===== src/twirq_pkg.sv =====
package twirq_pkg;
   // Register byte offsets
   localparam logic [7:0] TWIRQ_OFF_FLAGS = 8'h20;
   localparam logic [7:0] TWIRQ_OFF_IRQ_SET = 8'h24;
   localparam logic [7:0] TWIRQ_OFF_IRQ_CLR = 8'h28;
   localparam logic [7:0] TWIRQ_OFF_IRQ_STATE = 8'h2c;
   localparam logic [7:0] TWIRQ_OFF_RX_HOLD = 8'h30;
   localparam logic [7:0] TWIRQ_OFF_TX_HOLD = 8'h34;
   localparam logic [7:0] TWIRQ_OFF_EVT_STATUS = 8'h38;
   localparam logic [7:0] TWIRQ_OFF_EVT_MASK = 8'h3c;
   // Flag bit positions
   localparam int TWIRQ_B_DONE = 0;
   localparam int TWIRQ_B_RXFULL = 1;
   localparam int TWIRQ_B_TXFREE = 2;
   localparam int TWIRQ_B_SLVADDR = 4;
   localparam int TWIRQ_B_GCALL = 5;
   localparam int TWIRQ_B_OVR = 6;
   localparam int TWIRQ_B_NOT_ACKNOWLEDGED = 8;
   localparam int TWIRQ_B_ARB = 9;
   localparam int TWIRQ_B_WAIT = 10;
   localparam int TWIRQ_B_SLVDONE = 11;
   localparam int TWIRQ_FLAG_W = 12;
   // Bits that exist in the mask / flag layout (bits 3 and 7 unused)
   localparam logic [11:0] TWIRQ_FLAG_IMPL = 12'hf77;
   localparam logic [11:0] TWIRQ_MASK_RST = 12'h000;
   localparam logic [7:0] TWIRQ_BYTE_RST = 8'h00;
   // Event register layout: bit0 rx byte landed, bit1 tx byte taken
   localparam int TWIRQ_EVT_W = 2;
   localparam int TWIRQ_E_RX = 0;
   localparam int TWIRQ_E_TX = 1;
   localparam logic [1:0] TWIRQ_EVT_RST = 2'h0;
endpackage


===== src/twirq_regs.sv =====
`timescale 1ns/1ns
module twirq_regs
   import twirq_pkg::*;
#(
   parameter int DW = 8
)
(
   input wire logic pclk, // Bus clock
   input wire logic presetn, // Async reset, active low
   input wire logic psel, // APB select
   input wire logic penable, // APB access phase
   input wire logic pwrite, // APB direction
   input wire logic [7:0] paddr, // APB byte address
   input wire logic [31:0] pwdata, // APB write data
   output logic [31:0] prdata, // APB read data
   output logic pready, // APB ready
   output logic pslverr, // APB error
   input wire logic rx_load, // Shifter delivers a received byte
   input wire logic [DW-1:0] rx_load_byte, // Received byte
   input wire logic tx_take, // Shifter takes the transmit byte
   output logic [DW-1:0] tx_byte, // Byte for the shifter
   input wire logic transfer_complete, // Status source from the engine
   input wire logic slave_addressed, // Status source from the engine
   input wire logic general_call_seen, // Status source from the engine
   input wire logic not_acknowledged, // Status source from the engine
   input wire logic arbitration_lost, // Status source from the engine
   input wire logic clock_stretch_wait, // Status source from the engine
   input wire logic slave_access_done, // Status source from the engine
   output logic rx_overrun, // Byte landed while still full, pulse
   output logic [TWIRQ_FLAG_W-1:0] flag_register, // Live flag vector
   output logic irq // Level interrupt
);
   logic [TWIRQ_FLAG_W-1:0] mask_reg;
   logic [TWIRQ_FLAG_W-1:0] mask_next;
   logic [TWIRQ_EVT_W-1:0] evt_reg;
   logic [TWIRQ_EVT_W-1:0] evt_mask_reg;
   logic [TWIRQ_EVT_W-1:0] evt_set;
   logic [31:0] prdata_reg;
   logic [31:0] rd_next;
   logic ovr_reg;
   logic wr_en;
   logic rd_en;
   logic rx_hold_take;
   logic tx_hold_put;
   logic rx_holding_full;
   logic tx_holding_free;
   logic ovr_pulse;
   logic [DW-1:0] rx_byte;
   logic bad_addr;

   // Zero wait state slave: every access ends in its first access cycle
   assign wr_en = psel && penable && pwrite;
   assign rd_en = psel && penable && !pwrite;
   assign pready = 1'b1;
   assign rx_hold_take = rd_en && (paddr == TWIRQ_OFF_RX_HOLD);
   assign tx_hold_put = wr_en && (paddr == TWIRQ_OFF_TX_HOLD);

   twirq_rx_hold #(.DW(DW)) u_rx
   (
      .pclk(pclk),
      .presetn(presetn),
      .load(rx_load),
      .load_byte(rx_load_byte),
      .take(rx_hold_take),
      .rx_byte(rx_byte),
      .full(rx_holding_full),
      .overrun(ovr_pulse)
   );

   twirq_tx_hold #(.DW(DW)) u_tx
   (
      .pclk(pclk),
      .presetn(presetn),
      .put(tx_hold_put),
      .put_byte(pwdata[DW-1:0]),
      .take(tx_take),
      .tx_byte(tx_byte),
      .free(tx_holding_free)
   );

   // Overrun is sticky until the flag word is read; a new overrun wins
   always_ff @(posedge pclk or negedge presetn)
   begin
      if (!presetn)
         ovr_reg <= 1'b0;
      else if (ovr_pulse)
         ovr_reg <= 1'b1;
      else if (rd_en && paddr == TWIRQ_OFF_FLAGS)
         ovr_reg <= 1'b0;
   end
   assign rx_overrun = ovr_pulse;

   // Live flag vector in the shared layout
   always_comb
   begin
      flag_register = '0;
      flag_register[TWIRQ_B_DONE] = transfer_complete;
      flag_register[TWIRQ_B_RXFULL] = rx_holding_full;
      flag_register[TWIRQ_B_TXFREE] = tx_holding_free;
      flag_register[TWIRQ_B_SLVADDR] = slave_addressed;
      flag_register[TWIRQ_B_GCALL] = general_call_seen;
      flag_register[TWIRQ_B_OVR] = ovr_reg;
      flag_register[TWIRQ_B_NOT_ACKNOWLEDGED] = not_acknowledged;
      flag_register[TWIRQ_B_ARB] = arbitration_lost;
      flag_register[TWIRQ_B_WAIT] = clock_stretch_wait;
      flag_register[TWIRQ_B_SLVDONE] = slave_access_done;
   end

   // Mask next value; set and clear in one write cannot happen (separate words)
   always_comb
   begin
      mask_next = mask_reg;
      if (wr_en && paddr == TWIRQ_OFF_IRQ_SET)
         mask_next = mask_reg | (pwdata[TWIRQ_FLAG_W-1:0] & TWIRQ_FLAG_IMPL);
      else if (wr_en && paddr == TWIRQ_OFF_IRQ_CLR)
         mask_next = mask_reg & ~pwdata[TWIRQ_FLAG_W-1:0];
   end

   always_ff @(posedge pclk or negedge presetn)
   begin
      if (!presetn)
         mask_reg <= TWIRQ_MASK_RST;
      else
         mask_reg <= mask_next;
   end

   // Sticky byte events: rx byte landed, tx byte taken; set beats W1C
   assign evt_set = {tx_take, rx_load};
   always_ff @(posedge pclk or negedge presetn)
   begin
      if (!presetn)
         evt_reg <= TWIRQ_EVT_RST;
      else if (wr_en && paddr == TWIRQ_OFF_EVT_STATUS)
         evt_reg <= (evt_reg & ~pwdata[TWIRQ_EVT_W-1:0]) | evt_set;
      else
         evt_reg <= evt_reg | evt_set;
   end

   always_ff @(posedge pclk or negedge presetn)
   begin
      if (!presetn)
         evt_mask_reg <= TWIRQ_EVT_RST;
      else if (wr_en && paddr == TWIRQ_OFF_EVT_MASK)
         evt_mask_reg <= pwdata[TWIRQ_EVT_W-1:0];
   end

   // Flag sources under the mask, plus the sticky events under theirs
   assign irq = (|(flag_register & mask_reg)) || (|(evt_reg & evt_mask_reg));

   // Read decode; write-only registers read as zero
   always_comb
   begin
      rd_next = 32'h0000_0000;
      bad_addr = 1'b0;
      if (paddr == TWIRQ_OFF_FLAGS)
         rd_next[TWIRQ_FLAG_W-1:0] = flag_register;
      else if (paddr == TWIRQ_OFF_IRQ_SET || paddr == TWIRQ_OFF_IRQ_CLR)
         rd_next = 32'h0000_0000;
      else if (paddr == TWIRQ_OFF_IRQ_STATE)
         rd_next[TWIRQ_FLAG_W-1:0] = mask_reg;
      else if (paddr == TWIRQ_OFF_RX_HOLD)
         rd_next[DW-1:0] = rx_byte;
      else if (paddr == TWIRQ_OFF_TX_HOLD)
         rd_next[DW-1:0] = tx_byte;
      else if (paddr == TWIRQ_OFF_EVT_STATUS)
         rd_next[TWIRQ_EVT_W-1:0] = evt_reg;
      else if (paddr == TWIRQ_OFF_EVT_MASK)
         rd_next[TWIRQ_EVT_W-1:0] = evt_mask_reg;
      else
         bad_addr = 1'b1;
   end

   // Read data registered in setup so it is stable in the access cycle
   always_ff @(posedge pclk or negedge presetn)
   begin
      if (!presetn)
         prdata_reg <= 32'h0000_0000;
      else if (psel && !penable && !pwrite)
         prdata_reg <= rd_next;
   end
   assign prdata = prdata_reg;
   assign pslverr = psel && penable && bad_addr;
endmodule // twirq_regs


===== src/twirq_rx_hold.sv =====
`timescale 1ns/1ns
// Receive byte holding register with full flag
module twirq_rx_hold
   import twirq_pkg::*;
#(
   parameter int DW = 8
)
(
   input wire logic pclk, // Bus clock
   input wire logic presetn, // Async reset, active low
   input wire logic load, // Shifter delivers a byte
   input wire logic [DW-1:0] load_byte, // Byte from shifter
   input wire logic take, // Software read of the holding register
   output logic [DW-1:0] rx_byte, // Held byte
   output logic full, // Byte waiting
   output logic overrun // Load while still full, one cycle
);
   logic [DW-1:0] byte_reg;
   logic full_reg;

   // Byte store
   always_ff @(posedge pclk or negedge presetn)
   begin
      if (!presetn)
         byte_reg <= '0;
      else if (load)
         byte_reg <= load_byte;
   end

   // Full flag; a new byte beats a same-cycle read
   always_ff @(posedge pclk or negedge presetn)
   begin
      if (!presetn)
         full_reg <= 1'b0;
      else if (load)
         full_reg <= 1'b1;
      else if (take)
         full_reg <= 1'b0;
   end

   assign rx_byte = byte_reg;
   assign full = full_reg;
   assign overrun = load && full_reg;
endmodule // twirq_rx_hold


===== src/twirq_tx_hold.sv =====
`timescale 1ns/1ns
// Transmit byte holding register with free flag
module twirq_tx_hold
   import twirq_pkg::*;
#(
   parameter int DW = 8
)
(
   input wire logic pclk, // Bus clock
   input wire logic presetn, // Async reset, active low
   input wire logic put, // Software write
   input wire logic [DW-1:0] put_byte, // Written byte
   input wire logic take, // Shifter takes the byte
   output logic [DW-1:0] tx_byte, // Byte for shifter
   output logic free // Holding register empty
);
   logic [DW-1:0] byte_reg;
   logic free_reg;

   // Byte store
   always_ff @(posedge pclk or negedge presetn)
   begin
      if (!presetn)
         byte_reg <= '0;
      else if (put)
         byte_reg <= put_byte;
   end

   // Free after reset; a write holds it low until the shifter takes it
   always_ff @(posedge pclk or negedge presetn)
   begin
      if (!presetn)
         free_reg <= 1'b1;
      else if (put)
         free_reg <= 1'b0;
      else if (take)
         free_reg <= 1'b1;
   end

   assign tx_byte = byte_reg;
   assign free = free_reg;
endmodule // twirq_tx_hold


===== config.mk =====
export PLATFORM = sky130hd
export DESIGN_NAME = twirq_regs
export DESIGN_NICKNAME = d
export VERILOG_FILES = /design/src/twirq_pkg.sv /design/src/twirq_regs.sv /design/src/twirq_rx_hold.sv /design/src/twirq_tx_hold.sv
export SDC_FILE = /design/constraint.sdc
export NUM_CORES = 1
export LEC_CHECK = 0
export BUFFER_PORTS_ARGS = -buffer_cell sky130_fd_sc_hd__buf_2
export CAP_MARGIN = 20
export CORE_MARGIN = 2
export CORE_UTILIZATION = 35
export CTS_BUF_LIST = sky130_fd_sc_hd__clkbuf_4
export DETAILED_ROUTE_END_ITERATION = 8
export GPL_ROUTABILITY_DRIVEN = 0
export PLACE_DENSITY = 0.6
export SETUP_SLACK_MARGIN = 0.1
export SYNTH_ARGS = -nofsm -noshare
export SYNTH_HDL_FRONTEND = slang
export SYNTH_SLANG_ARGS = --single-unit

===== constraint.sdc =====
create_clock -name pclk -period 2.65 [get_ports pclk]
set_clock_uncertainty 0.2 [all_clocks]
set_input_delay 0.1325 -clock pclk [delete_from_list [all_inputs] [get_ports pclk]]
set_output_delay 0.1325 -clock pclk [all_outputs]
set_load 0.02 [all_outputs]

### Word level (Yosys, flattened, before mapping)

Cells that the tools add are included.

| word-level totals | value |
|---|---|
| register bits after elaboration | 47 |
| latch bits | 0 |
| RAM bits | 0 |
| ROM bits | 0 |
| bits of input ports | 62 |
| output and inout port bits | 56 |
| logic and storage cells | 75 |
| memories kept | 0 |

| cells by class | value |
|---|---|
| add/sub/neg operators | 0 |
| multiply operators | 0 |
| div/mod/pow operators | 0 |
| order comparisons | 0 |
| equal/unequal tests | 8 |
| shifts and indexed selects | 0 |
| multiplexer cells | 25 |
| bitwise gates (word level) | 9 |
| reductions and logical operators | 24 |

Operator list:

| operator | number |
|---|---|
| == test 8 x 6 -> 1 bit (second input constant) | 8 |
| two-way mux 12 bit | 4 |
| bitwise AND 12 bit | 2 |
| two-way mux 8 bit | 2 |
| logical AND 1 bit | 14 |
| two-way mux 1 bit | 13 |
| NOT 12 bit | 1 |
| OR 12 bit | 1 |
| OR reduction 12 bit | 1 |
| two-way mux 2 bit | 4 |
| nonzero test 2 bit | 4 |
| two-way mux 6 bit | 1 |
| bitwise AND 2 bit | 2 |
| two-way mux 4 bit | 1 |
| OR 2 bit | 2 |
| zero test 1 bit | 2 |
| logical OR 1 bit | 2 |
| NOT 2 bit | 1 |
| OR reduction 2 bit | 1 |

### Logic depth before layout (Yosys ltp)

Gate-level depths: netlist of run 1.

| logic depth | value |
|---|---|
| depth in word-level cells | 9 |
| mapped depth | 6 |
| gate-level depth less buffers | 4 |

### Modules after synthesis

A second synthesis of run 1 with hierarchy kept.

| unflattened totals | value |
|---|---|
| cells, all modules | 237 |
| area total of the unflattened synthesis | 2678.8 um^2 |

By module, submodules not included:

| module | instances | cells an instance | area an instance (um^2) | sequential area each (um^2) |
|---|---|---|---|---|
| twirq_regs | 1 | 197 | 1934.4 | 725.7 |
| twirq_rx_hold | 1 | 21 | 376.6 | 225.2 |
| twirq_tx_hold | 1 | 19 | 367.9 | 226.5 |

### Worst setup path before layout of run 1

No wires, ideal clock.

| timing | value |
|---|---|
| kind | input -> register |
| from | input paddr[7] |
| to | register u_tx.byte_reg[0], in the netlist u_tx.tx_byte[0] |
| setup time | 0.125 ns |
| arrival time | 1.533 ns |
| required time | 2.325 ns |
| setup slack | 0.792 ns |
| stages on the path | 6 |
| buffers on the path | 2 |
| cells stage by stage | or3b_1 > buf_6 > nor3_4 > and4_4 > buf_12 > mux2_4 |

| between the ends | value |
|---|---|
| word-level cells in the longest chain between the ends | 2 |

Ends and longest elaborated chain:

| element | RTL line | text |
|---|---|---|
| start: declaration | twirq_regs.sv:13 | `input wire logic [7:0] paddr,` |
| == test 8 x 6 -> 1 bit | twirq_regs.sv:56 | `assign tx_hold_put = wr_en && (paddr == TWIRQ_OFF_TX_HOLD);` |
| logical AND 1 bit | twirq_regs.sv:56 |  |
| end signal: assignment | twirq_tx_hold.sv:26 | `byte_reg <= put_byte;` |
| end: declaration | twirq_tx_hold.sv:17 | `logic [DW-1:0] byte_reg;` |

No other way between the ends.
A chain may end at the register's enable or synchronous reset.

### Final worst setup path of run 1

| timing | value |
|---|---|
| from | input pwrite |
| to | register prdata_reg[11], in the netlist prdata[11] |

| between the ends | value |
|---|---|
| word-level cells in the longest chain between the ends | 2 |

Ends and longest elaborated chain:

| element | RTL line | text |
|---|---|---|
| start: declaration | twirq_regs.sv:12 | `input wire logic pwrite,` |
| zero test 1 bit | twirq_regs.sv:178 | `else if (psel && !penable && !pwrite)` |
| logical AND 1 bit | twirq_regs.sv:178 |  |
| end signal: assignment | twirq_regs.sv:179 | `prdata_reg <= rd_next;` |
| end: declaration | twirq_regs.sv:38 | `logic [31:0] prdata_reg;` |

No other way between the ends.

==> run summary, run 1 <==
The flow ran to the end, and the final reports show no timing, DRC or antenna violations. Fill cells in the final layout number 710. The share of the clock period used by the worst path after layout came out at 76.5%. The library cells used most frequently in the layout, excluding fill and tap cells, are sky130_fd_sc_hd__buf_2, sky130_fd_sc_hd__dfrtp_1, sky130_fd_sc_hd__dlygate4sd3_1.

Power spread over the standard cell area amounts to 408 nW/um^2. The tools report the sequential-to-total area share from yosys stat as 45.1%. The tools report the number of nets still failing antenna checks after routing as 0.

The instance count after placement with tap cells included was 406. The finished layout holds 449 standard cells, fillers aside. The first routing iteration left 236 violations. The height of the chip was 90.4 um.

In the final timing run, aggregate negative setup slack is 0 ns. Counting flops and latches in the post-synthesis netlist gives 47. The number of different library cells in the post-synthesis netlist came out at 43. Path type of the worst min-delay path: input pin to asynchronous set/reset pin. Once the floorplan was initialized, standard cells occupied 36.0% of the core. Slowest cell on the critical path: sky130_fd_sc_hd__or3b_1. The final critical-path required period was 2.03 ns; the number of search-and-repair iterations in the first detailed-routing pass was 4. In this run, post-CTS repair resized a total of 0 instances. Across the VDD grid, the largest voltage drop is 0.000157 V. The number of flops mapped to enable cells by yosys is 0. The run gives 493 MHz as the achievable clock frequency. Setup violations remaining at the end of the flow were counted as 0. Synthesis produced a netlist whose cell count is 256. At the pin with the least slew margin, the transition time is 0.531 ns. Once the clock tree was built, the setup fixing pass inserted 0 buffers. For the TritonCTS buffer count, the log shows 5. The average instance in the mapped netlist occupies 10.2 sq um. The via density per instance was 4.82. The per-cell routed wire length is 14.3 um, and the ratio of cells with drive above 1 in the final layout is 31.8%. The most used flip-flop cell after synthesis was sky130_fd_sc_hd__dfrtp_1. The maximum cell stage delay along the critical path was 0.58 ns.

The tools report the worst-case hold slack as 0.0133 ns. Measured against its own limit, the worst slew margin works out to 64.3%. In this run the static leakage power is 0.00153 uW. The synthesis-to-finish area growth was 25.5%. The logs give 1 for the number of antenna violations at the first check in global routing and 1340 uW for the overall power after layout. The logs give 2162 for the number of vias after detailed routing and 2 for the worst-case clock buffer depth. Entering global routing, the biggest net connects 30 pins. The hold violation count in the final report was 0; the critical-path maximum fanout was 15. For this run the aggregate overflow at the end of global routing stands at 0.

Traced cell by cell, the critical path runs through dlygate4sd3_1 > buf_2 > or3b_1 > or3_1 > o21ai_0. The tools report the final wirelength as 6420 um. After clock tree synthesis, the clock-pin slew on the worst setup and hold paths is 0.15 ns.

At the worst endpoint, the required time is 2.77 ns. The run gives 4740 um as the post-detailed-placement half-perimeter wirelength. For the detailed-route DRC error count, the log shows 0. The worst setup path is launched from an input pin.

The most common cell after layout, fill and taps aside was sky130_fd_sc_hd__buf_2. Counting every sink on the clock net gives 47. From left edge to right edge, the die measures 90.4 um. TritonCTS built the clock tree.

In the synthesized netlist the async set-or-reset flop fraction comes to 100%. The timing startpoint of the critical path was pwrite. The row count came out at 31. The number of global-route vias before repair was 2026. The tools report the worst-skew pair later-pin latency as 0.38 ns. The H-tree generated during clock tree synthesis spans 2 levels. The cell area that synthesis handed to floorplanning was 2610 sq um. The placeable core region was 7250 sq um. The global-route usage over all layers came out at 16.2%. The worst-case setup slack after placement is 0.497 ns, and the arrival time reported for the critical path endpoint is 2.14 ns. The tool flagged a number of max-cap violations equal to 0. The count of input and output buffers came out at 74. During I/O placement, the number of pins put on the boundary was 118. Cell at the root of the clock tree: sky130_fd_sc_hd__clkbuf_4.

Once routing completed, OpenROAD measured the worst setup slack at 0.623 ns. Synthesis warning total: 0. The worst register-to-register path begins at evt_reg[1].

The logs give 10600 um for the wire length of the first global-routing pass and 0 for the count of final max-slew check failures. The worst setup path is captured at a register. Setup repair after global routing left no endpoint under its margin. The critical path in this run is classified as input pin to register. Layout net count: 410. The die area is 8170 sq um, and the hold buffer count at cts is 34.
## power breakdown
| part | internal [uW] | switching (uW) | leakage [uW] |
|---|---|---|---|
| logic | 99.1 | 140 | 0.000888 |
| clock network | 102 | 250 | 0.0000288 |
| registers | 735 | 10.9 | 0.000613 |
## path summary, 6_finish.rpt
check	depth (start not counted)	slack (ns)	endpoint
setup / recovery	5	0.62	prdata[11]
hold / removal	2	0.01	asynchronous set/reset pin
setup reg to reg	2	1.21	evt_reg[1]
hold reg to reg	2	0.29	prdata[6]
max in group asynchronous	3	1.46	u_tx.free
min in group pclk	5	0.05	prdata[1]
## layer usage
layer	share of wire, %	track usage (%)	vias to the layer above
li1	-	-	1046
met1	47	22.0	1033
met2	47	25.5	74
met3	4.5	3.42	9
met4	2.0	6.15	0
met5	0	0	-
## cell usage after synthesis, types with 4 or more instances
cell | n | share of area, %
sky130_fd_sc_hd__a21o_1 | 4 | 1.2
sky130_fd_sc_hd__a21oi_1 | 22 | 4.2
sky130_fd_sc_hd__a221oi_1 | 7 | 2.3
sky130_fd_sc_hd__a22oi_1 | 6 | 1.7
sky130_fd_sc_hd__a31oi_1 | 6 | 1.4
sky130_fd_sc_hd__buf_2 | 4 | 0.77
sky130_fd_sc_hd__buf_4 | 33 | 9.5
sky130_fd_sc_hd__clkbuf_1 | 6 | 0.86
sky130_fd_sc_hd__dfrtp_1 | 46 | 44
sky130_fd_sc_hd__mux2_2 | 10 | 4.3
sky130_fd_sc_hd__mux2_4 | 8 | 4.6
sky130_fd_sc_hd__mux2i_1 | 6 | 2.3
sky130_fd_sc_hd__nand2_1 | 16 | 2.3
sky130_fd_sc_hd__nand3_1 | 5 | 0.96
sky130_fd_sc_hd__nor2_1 | 17 | 2.4
sky130_fd_sc_hd__o21ai_0 | 15 | 2.9
## logic make-up (layout without fill, tap and decap cells)
group,after synthesis,count (layout),synth area share (%)
buf+inv,50,122,13.0
other cells,2,24,0.288
mux,24,24,11.2
flops,47,47,45.1
compound gates,70,70,16.7
simple gates,63,63,13.7
## cell type report
type                            instances  area, sq um  area share, %
Antenna cell                            1         2.50         0.0763
Multi-Input combinational cell        180         1170           35.8
Timing Repair Buffer                  111          733           22.4
Clock buffer                            5         37.5           1.15
Clock inverter                          3         20.0          0.611
Sequential cell                        47         1180           35.9
Tap cell                               99          124           3.78
Inverter                                3         11.3          0.344
## metrics by stage
| stage | cell area, sq um | util, % |
|---|---|---|
| floorplan | 2690 | - |
| global placement | 2880 | 39.7 |
| detailed placement | 2880 | 39.7 |
| CTS | 3280 | 45.2 |
| global route | 3280 | 45.2 |
| finish | 3280 | 45.2 |
## critical path: cells and delay by family
family | cells | cell delay (ns)
compound gates | 1 | 0.21
buf+inv | 2 | 0.68
simple gates | 2 | 1.12
No activity file was read; power rests on OpenSTA's default activity.
==> inputs of run 2 (changes only) <==
clock period = 2 ns   (was 2.65 ns; I/O delays follow)
==> run summary, run 2 (synthesis results as in run 1) <==
For this run, the top clock speed supported by timing is 550 MHz. The worst-skew pair later-pin latency is 0.37 ns (was 0.38 ns). The share of total power in the clock network is 30.7% (was 26.3%). For the worst-case hold slack, the log shows 0.00869 ns (was 0.0133 ns). The total power per unit cell area was 553 nW/um^2 (was 408 nW/um^2); the switching power of the nets was 521 uW (was 400 uW). The clock period could shrink to 1.82 ns.

Detailed-route DRC error count: 0 (unchanged). The logs give 410 (was 406) for the instance count after placement with tap cells included and 8170 sq um (unchanged) for the die area. Setup repair after global routing left no endpoint under its margin. Number of vias after detailed routing: 2268 (was 2162). The area after detailed placement came out at 2920 sq um (was 2880 sq um).

The logs give 2 (unchanged) for the count of H-tree levels built during CTS and 36.0% (unchanged) for the initial cell density of the core. The transition time of the tightest slew-check pin came out at 0.546 ns (was 0.531 ns). The most common cell after layout, fill and taps aside is sky130_fd_sc_hd__buf_2 (unchanged). The post-layout instance area was 3490 sq um (was 3280 sq um).

The arrival time reported for the critical path endpoint was 1.88 ns (was 2.14 ns). The TritonCTS buffer count is 5 (unchanged), and the number of antenna violations at the first check in global routing is 0 (was 1). Total global routing overflow: 0 (unchanged).

The number of maximum-capacitance violations was 0 (unchanged). The clock sink count was 47 (unchanged); the minimum setup slack among reg-to-reg paths was 0.44 ns (was 1.21 ns). The depth of the worst register-to-register path works out to 2 (unchanged). The run gives 51.2% (was 55.8%) as the sequential share of power. The worst reg2reg path endpoint was u_rx.rx_byte[1] (was evt_reg[1]). The final critical path takes up 90.9% of the cycle. Chain of cells forming the critical path: buf_2 > or3b_1 > nor3_4 > buf_4 > nand4_1 > a21o_1 > dlygate4sd3_1 (was dlygate4sd3_1 > buf_2 > or3b_1 > or3_1 > o21ai_0).

The count of final max-slew check failures is 0 (unchanged), and the synthesis-to-finish area growth is 33.8% (was 25.5%). The end point of the most critical hold path was prdata[1]. The tools report the post-route non-filler standard cell count as 466 (was 449). The maximum cell stage delay along the critical path works out to 0.55 ns (was 0.58 ns).

The startpoint identified for the worst hold timing path is paddr[1]. Origin of the critical flop-to-flop path: u_rx.rx_byte[1] (was evt_reg[1]). For the wire length of the first global-routing pass, the log shows 11000 um (was 10600 um).

The global-route usage over all layers came out at 16.9% (was 16.2%). The fraction of power spent switching nets works out to 27.0% (was 30.0%). The number of setup violations in the final report was 0 (unchanged); the number of instances on the worst hold path was 5. Commonest cells after routing, fill and taps aside: sky130_fd_sc_hd__buf_2, sky130_fd_sc_hd__dfrtp_1, sky130_fd_sc_hd__dlygate4sd3_1 (unchanged). The worst-case clock buffer depth came out at 2 (unchanged). Height of the chip: 90.4 um (unchanged). TritonCTS built the clock tree.

Start-to-end type of the worst setup path: input pin to register (unchanged). The hold violation count in the final report was 0 (unchanged); the required time of the critical path was 2.06 ns (was 2.77 ns). The number of global-route vias before repair was 2184 (was 2026); the layout net count was 428 (was 410). Type of element capturing the critical path: a register (unchanged). The per-cell routed wire length was 14.5 um (was 14.3 um); the number of search-and-repair iterations in the first detailed-routing pass was 4 (unchanged). The cell leakage power came out at 0.00163 uW (was 0.00153 uW).

The DRC marker count from the first detailed-route iteration came out at 197 (was 236). The die extent in x is 90.4 um (unchanged), and the maximum resistive drop on vdd is 0.000303 V (was 0.000157 V). The tools report the internal power consumption as 1410 uW (was 936 uW). The slowest cell on the critical path was sky130_fd_sc_hd__dlygate4sd3_1 (was sky130_fd_sc_hd__or3b_1).

The critical-path maximum fanout is 3 (was 15). The total negative slack for setup checks is 0 ns (unchanged), and the final standard cell utilization of the core is 48.2% (was 45.2%). The run gives 0 (was 1) as the diode insertion count for antenna repair.

Path type of the worst min-delay path: input pin to register (was input pin to asynchronous set/reset pin). The run gives 6780 um (was 6420 um) as the final wirelength. The count of input and output buffers works out to 74 (unchanged). Via density per instance: 4.87 (was 4.82). For the post-detailed-placement half-perimeter wirelength, the log shows 4750 um (was 4740 um). The ratio of cells with drive above 1 in the final layout is 34.1% (was 31.8%), and the placeable core region is 7250 sq um (unchanged). For the power share of the combinational group, the log shows 18.2% (was 17.9%). The count of pins on the block boundary is 118 (unchanged). The run gives 47 (was 30) as the largest net degree at the start of global routing.

The cell at the root of the clock tree is sky130_fd_sc_hd__clkbuf_4 (unchanged). The tools report the row count as 31 (unchanged). The number of nets still failing antenna checks after routing came out at 0 (unchanged). The tools report the startpoint kind of the worst setup timing path as an input pin (unchanged). The flow ran to the end, and the final reports show no timing, DRC or antenna violations. The tools report the remaining max-slew budget at the tightest pin as 63.6% (was 64.3%). The clock input transition at the sequential cells of the worst setup and hold paths was 0.14 ns (was 0.15 ns).
run 2: metrics by stage:
stage                     total power, uW  worst slack, ns
after floorplan                      1210            0.174
after global placement               1280           0.0704
after detailed placement             1280           0.0730
after CTS                            1950            0.101
after global routing                 2020            0.119
final                                1930            0.182
run 2: metal layers:
metal / share of wire, % / wire, um / track usage, %
met1: 44 / 2990 / 21.7
met5: 0 / 0 / 0
met3: 5.4 / 364 / 3.59
met2: 49 / 3320 / 28.3
met4: 1.5 / 102 / 5.64
run 2: worst max-delay path, delay by kind of cell:
family                 cells  cell delay [ns]
buffers and inverters      3             0.79
AND/OR/NAND/NOR            3             0.78
AO/OA/AOI/OAI              1             0.20
run 2: power by group through the flow:
stage                     clock network (uW)  registers, uW  logic, uW
after floorplan                            0           1010        199
after global placement                     0           1010        271
final                                    592            988        351
after global routing                     642            992        383
after detailed placement                   0           1010        273
after CTS                                614            988        348
run 2: area by class of cell:
| cell class | count | area (sq um) |
|---|---|---|
| tap | 99 | 124 |
| inverter | 3 | 11.3 |
| multi-input combinational | 180 | 1190 |
| sequential | 47 | 1180 |
| clock inverter | 2 | 37.5 |
| clock buffer | 6 | 45.0 |
| fill | 702 | 3760 |
| timing repair buffer | 129 | 906 |
run 2: worst max path at each step:
stage,from,end,slack (ns)
after global placement,paddr[7],u_tx.tx_byte[7],0.07
after global routing,register,irq,0.12
final,paddr[7],evt_reg[1],0.18
after detailed placement,paddr[7],u_tx.tx_byte[6],0.07
after CTS,register,irq,0.10
after floorplan,paddr[7],u_tx.tx_byte[0],0.17
run 2: repair_timing:
item                                    CTS  global route
endpoints found under the setup margin    1             1
endpoints found under the hold margin    90             0
buffers inserted                          1             3
hold buffers                             44             0
resized for setup                         1             4
==> inputs of run 3 (changes only) <==
RECOVER_POWER = 25   (was default)
clock period = 1.7 ns   (was 2 ns; I/O delays follow)
==> run summary, run 3 (synthesis results as in run 1) <==
For the final wirelength, the log shows 7030 um (was 6780 um). The required time of the critical path is 1.41 ns (was 2.06 ns), and the clock sink count is 47 (unchanged). The depth of the worst register-to-register path was 2 (unchanged); the remaining max-slew budget at the tightest pin was 61.4% (was 63.6%). The placeable core region was 7250 sq um (unchanged). The via density per instance came out at 4.83 (was 4.87). The run gives 1.50 ns (was 1.88 ns) as the arrival time reported for the critical path endpoint.

The total power per unit cell area is 652 nW/um^2 (was 553 nW/um^2), and the share of the clock period used by the worst path after layout is 105%. The run gives 2 (unchanged) as the worst-case clock buffer depth. The type of element capturing the critical path was a primary output (was a register). The final reports fail on negative hold slack, negative setup slack.

Layout net count: 431 (was 428). The capture point of the critical path was irq (was evt_reg[1]). Transition time of the tightest slew-check pin: 0.579 ns (was 0.546 ns).

The tools report the startpoint kind of the worst setup timing path as a register (was an input pin). Commonest cells after routing, fill and taps aside: sky130_fd_sc_hd__buf_2, sky130_fd_sc_hd__dfrtp_1, sky130_fd_sc_hd__dlygate4sd3_1 (unchanged). For the count of final max-slew check failures, the log shows 0 (unchanged). The run gives 1 (was 0) as the number of setup violations in the final report.

The worst-skew pair later-pin latency is 0.37 ns (about the same). The run gives 0 (unchanged) as the number of nets still failing antenna checks after routing. Count of H-tree levels built during CTS: 2 (unchanged). For the diode insertion count for antenna repair, the log shows 0 (unchanged).

The row count is 31 (unchanged), and the cell leakage power is 0.00165 uW (was 0.00163 uW). The height of the chip was 90.4 um (unchanged); the number of maximum-capacitance violations was 0 (unchanged). For the number of search-and-repair iterations in the first detailed-routing pass, the log shows 4 (unchanged).

Die area: 8170 sq um (unchanged). The number of antenna violations at the first check in global routing is 0 (unchanged), and the number of vias after detailed routing is 2263 (was 2268). The logs give 36.0% (unchanged) for the initial cell density of the core and 0 (unchanged) for the total global routing overflow. Setup repair after global routing could not meet its margin everywhere.

The die extent in x works out to 90.4 um (unchanged). The hold buffer count at cts was 39 (was 44); the per-cell routed wire length was 15.0 um (was 14.5 um). The routing usage on met2 is 30.4% (was 28.3%), and the TritonCTS buffer count is 5 (unchanged). The overall power after layout is 2290 uW (was 1930 uW). The largest net degree at the start of global routing is 25 (was 47), and the area of all sequential standard cells is 1180 sq um (about the same).

Detailed-route DRC error count: 0 (unchanged). Global-route usage over all layers: 17.7% (was 16.9%). The routing layer with the top usage in global route is met2 (unchanged). The tools report the wire length of the first global-routing pass as 11600 um (was 11000 um). The start-to-end type of the worst setup path is register to primary output (was input pin to register).

The count of input and output buffers works out to 74 (unchanged). The logs give 118 (unchanged) for the count of pins on the block boundary and 48.3% (was 48.2%) for the final standard cell utilization of the core. The met1 global-route usage came out at 22.4% (was 21.7%).

The critical-path maximum fanout was 2 (was 3). The worst-case setup margin in the final layout came out at -0.0815 ns (was 0.182 ns). The run gives 731 (was 702) as the fill cell total of the finished layout. Post-detailed-placement half-perimeter wirelength: 4990 um (was 4750 um). For the maximum resistive drop on vdd, the log shows 0.000235 V (was 0.000303 V). The worst reg2reg path endpoint is u_rx.rx_byte[1] (unchanged).

Achievable clock frequency: 561 MHz. The worst-case hold slack was -0.150 ns (was 0.00869 ns). The number of global-route vias before repair is 2295 (was 2184), and the final critical-path required period is 1.78 ns. The ratio of cells with drive above 1 in the final layout is 34.9% (was 34.1%). Area occupied by multi-input gates: 1190 sq um (unchanged). The origin of the critical flop-to-flop path is u_rx.rx_byte[1] (unchanged). The clock input transition at the sequential cells of the worst setup and hold paths is 0.15 ns (was 0.14 ns), and the met3 layer usage reported by global route is 3.01% (was 3.59%). The DRC marker count from the first detailed-route iteration was 140 (was 197). The cell at the root of the clock tree is sky130_fd_sc_hd__clkbuf_4 (unchanged). The run gives 1 (was 0) as the hold violation count in the final report. The run finished, with violations left. The synthesis-to-finish area growth came out at 34.3% (was 33.8%).

TritonCTS built the clock tree. The tools report the minimum setup slack among reg-to-reg paths as 0.16 ns (was 0.44 ns). The path type of the worst min-delay path was input pin to register (unchanged). The most common cell after layout, fill and taps aside is sky130_fd_sc_hd__buf_2 (unchanged).
[run 3: changes by cell type in the layout (fill, tap and decap cells not counted)]
cell and delta:
sky130_fd_sc_hd__buf_2 -3, sky130_fd_sc_hd__buf_4 +8, sky130_fd_sc_hd__buf_6 +1, sky130_fd_sc_hd__clkbuf_1 +2
sky130_fd_sc_hd__dfrtp_1 +2, sky130_fd_sc_hd__dfrtp_2 -2, sky130_fd_sc_hd__dlygate4sd3_1 -5
[run 3: layer usage]
layer  share of wire, %  wire length, um
met5                  0                0
met4                2.0              141
met3                4.9              344
met2                 51             3600
met1                 42             2940
[run 3: critical path: stages, from the launching register on]
cell,delay (ns)
sky130_fd_sc_hd__dfrtp_1,0.42
sky130_fd_sc_hd__a22o_1,0.24
sky130_fd_sc_hd__a221oi_2,0.19
sky130_fd_sc_hd__nand3_1,0.12
sky130_fd_sc_hd__buf_6,0.15
[run 3: cell type report]
cell class | count | area share (%)
Clock buffer | 6 | 1.28
Tap cell | 99 | 3.53
Inverter | 3 | 0.321
Multi-Input combinational cell | 180 | 34.0
Sequential cell | 47 | 33.6
Timing Repair Buffer | 132 | 26.2
Clock inverter | 2 | 1.07
[run 3: power by group]
| group | switching (uW) | internal (uW) |
|---|---|---|
| Sequential | 17.8 | 1150 |
| Clock | 372 | 327 |
| Combinational | 231 | 194 |
| Total | 621 | 1670 |
[run 3: how the worst min path moves through the flow]
stage	from	endpoint	slack (ns)	cells past startpoint
floorplan	presetn	asynchronous set/reset pin	-0.41	0
global placement	presetn	u_rx.rx_byte[6]	-0.08	1
detailed placement	presetn	u_tx.tx_byte[6]	-0.07	1
CTS	slave_addressed	prdata[4]	-0.14	3
global route	slave_addressed	prdata[4]	-0.12	3
finish	slave_addressed	prdata[4]	-0.15	3
[run 3: what timing repair did]
action | CTS | global route
resized for setup | 4 | 1
pin swaps | 1 | 1
hold endpoints to repair | 88 | 1
setup endpoints to repair | 1 | 1
setup buffers | 5 | 1
[run 3: stage by stage]
stage,TNS [ns],cell area [sq um],std cells,setup slack [ns],hold WS (ns)
after floorplan,-0.305,2690,277,-0.0381,-0.411
after global placement,-2.38,2970,416,-0.142,-0.0833
after detailed placement,-3.07,2970,416,-0.167,-0.0737
after CTS,-0.0771,3490,468,-0.0771,-0.137
after global routing,-0.180,3510,469,-0.180,-0.117
final,-0.0815,3510,469,-0.0815,-0.150
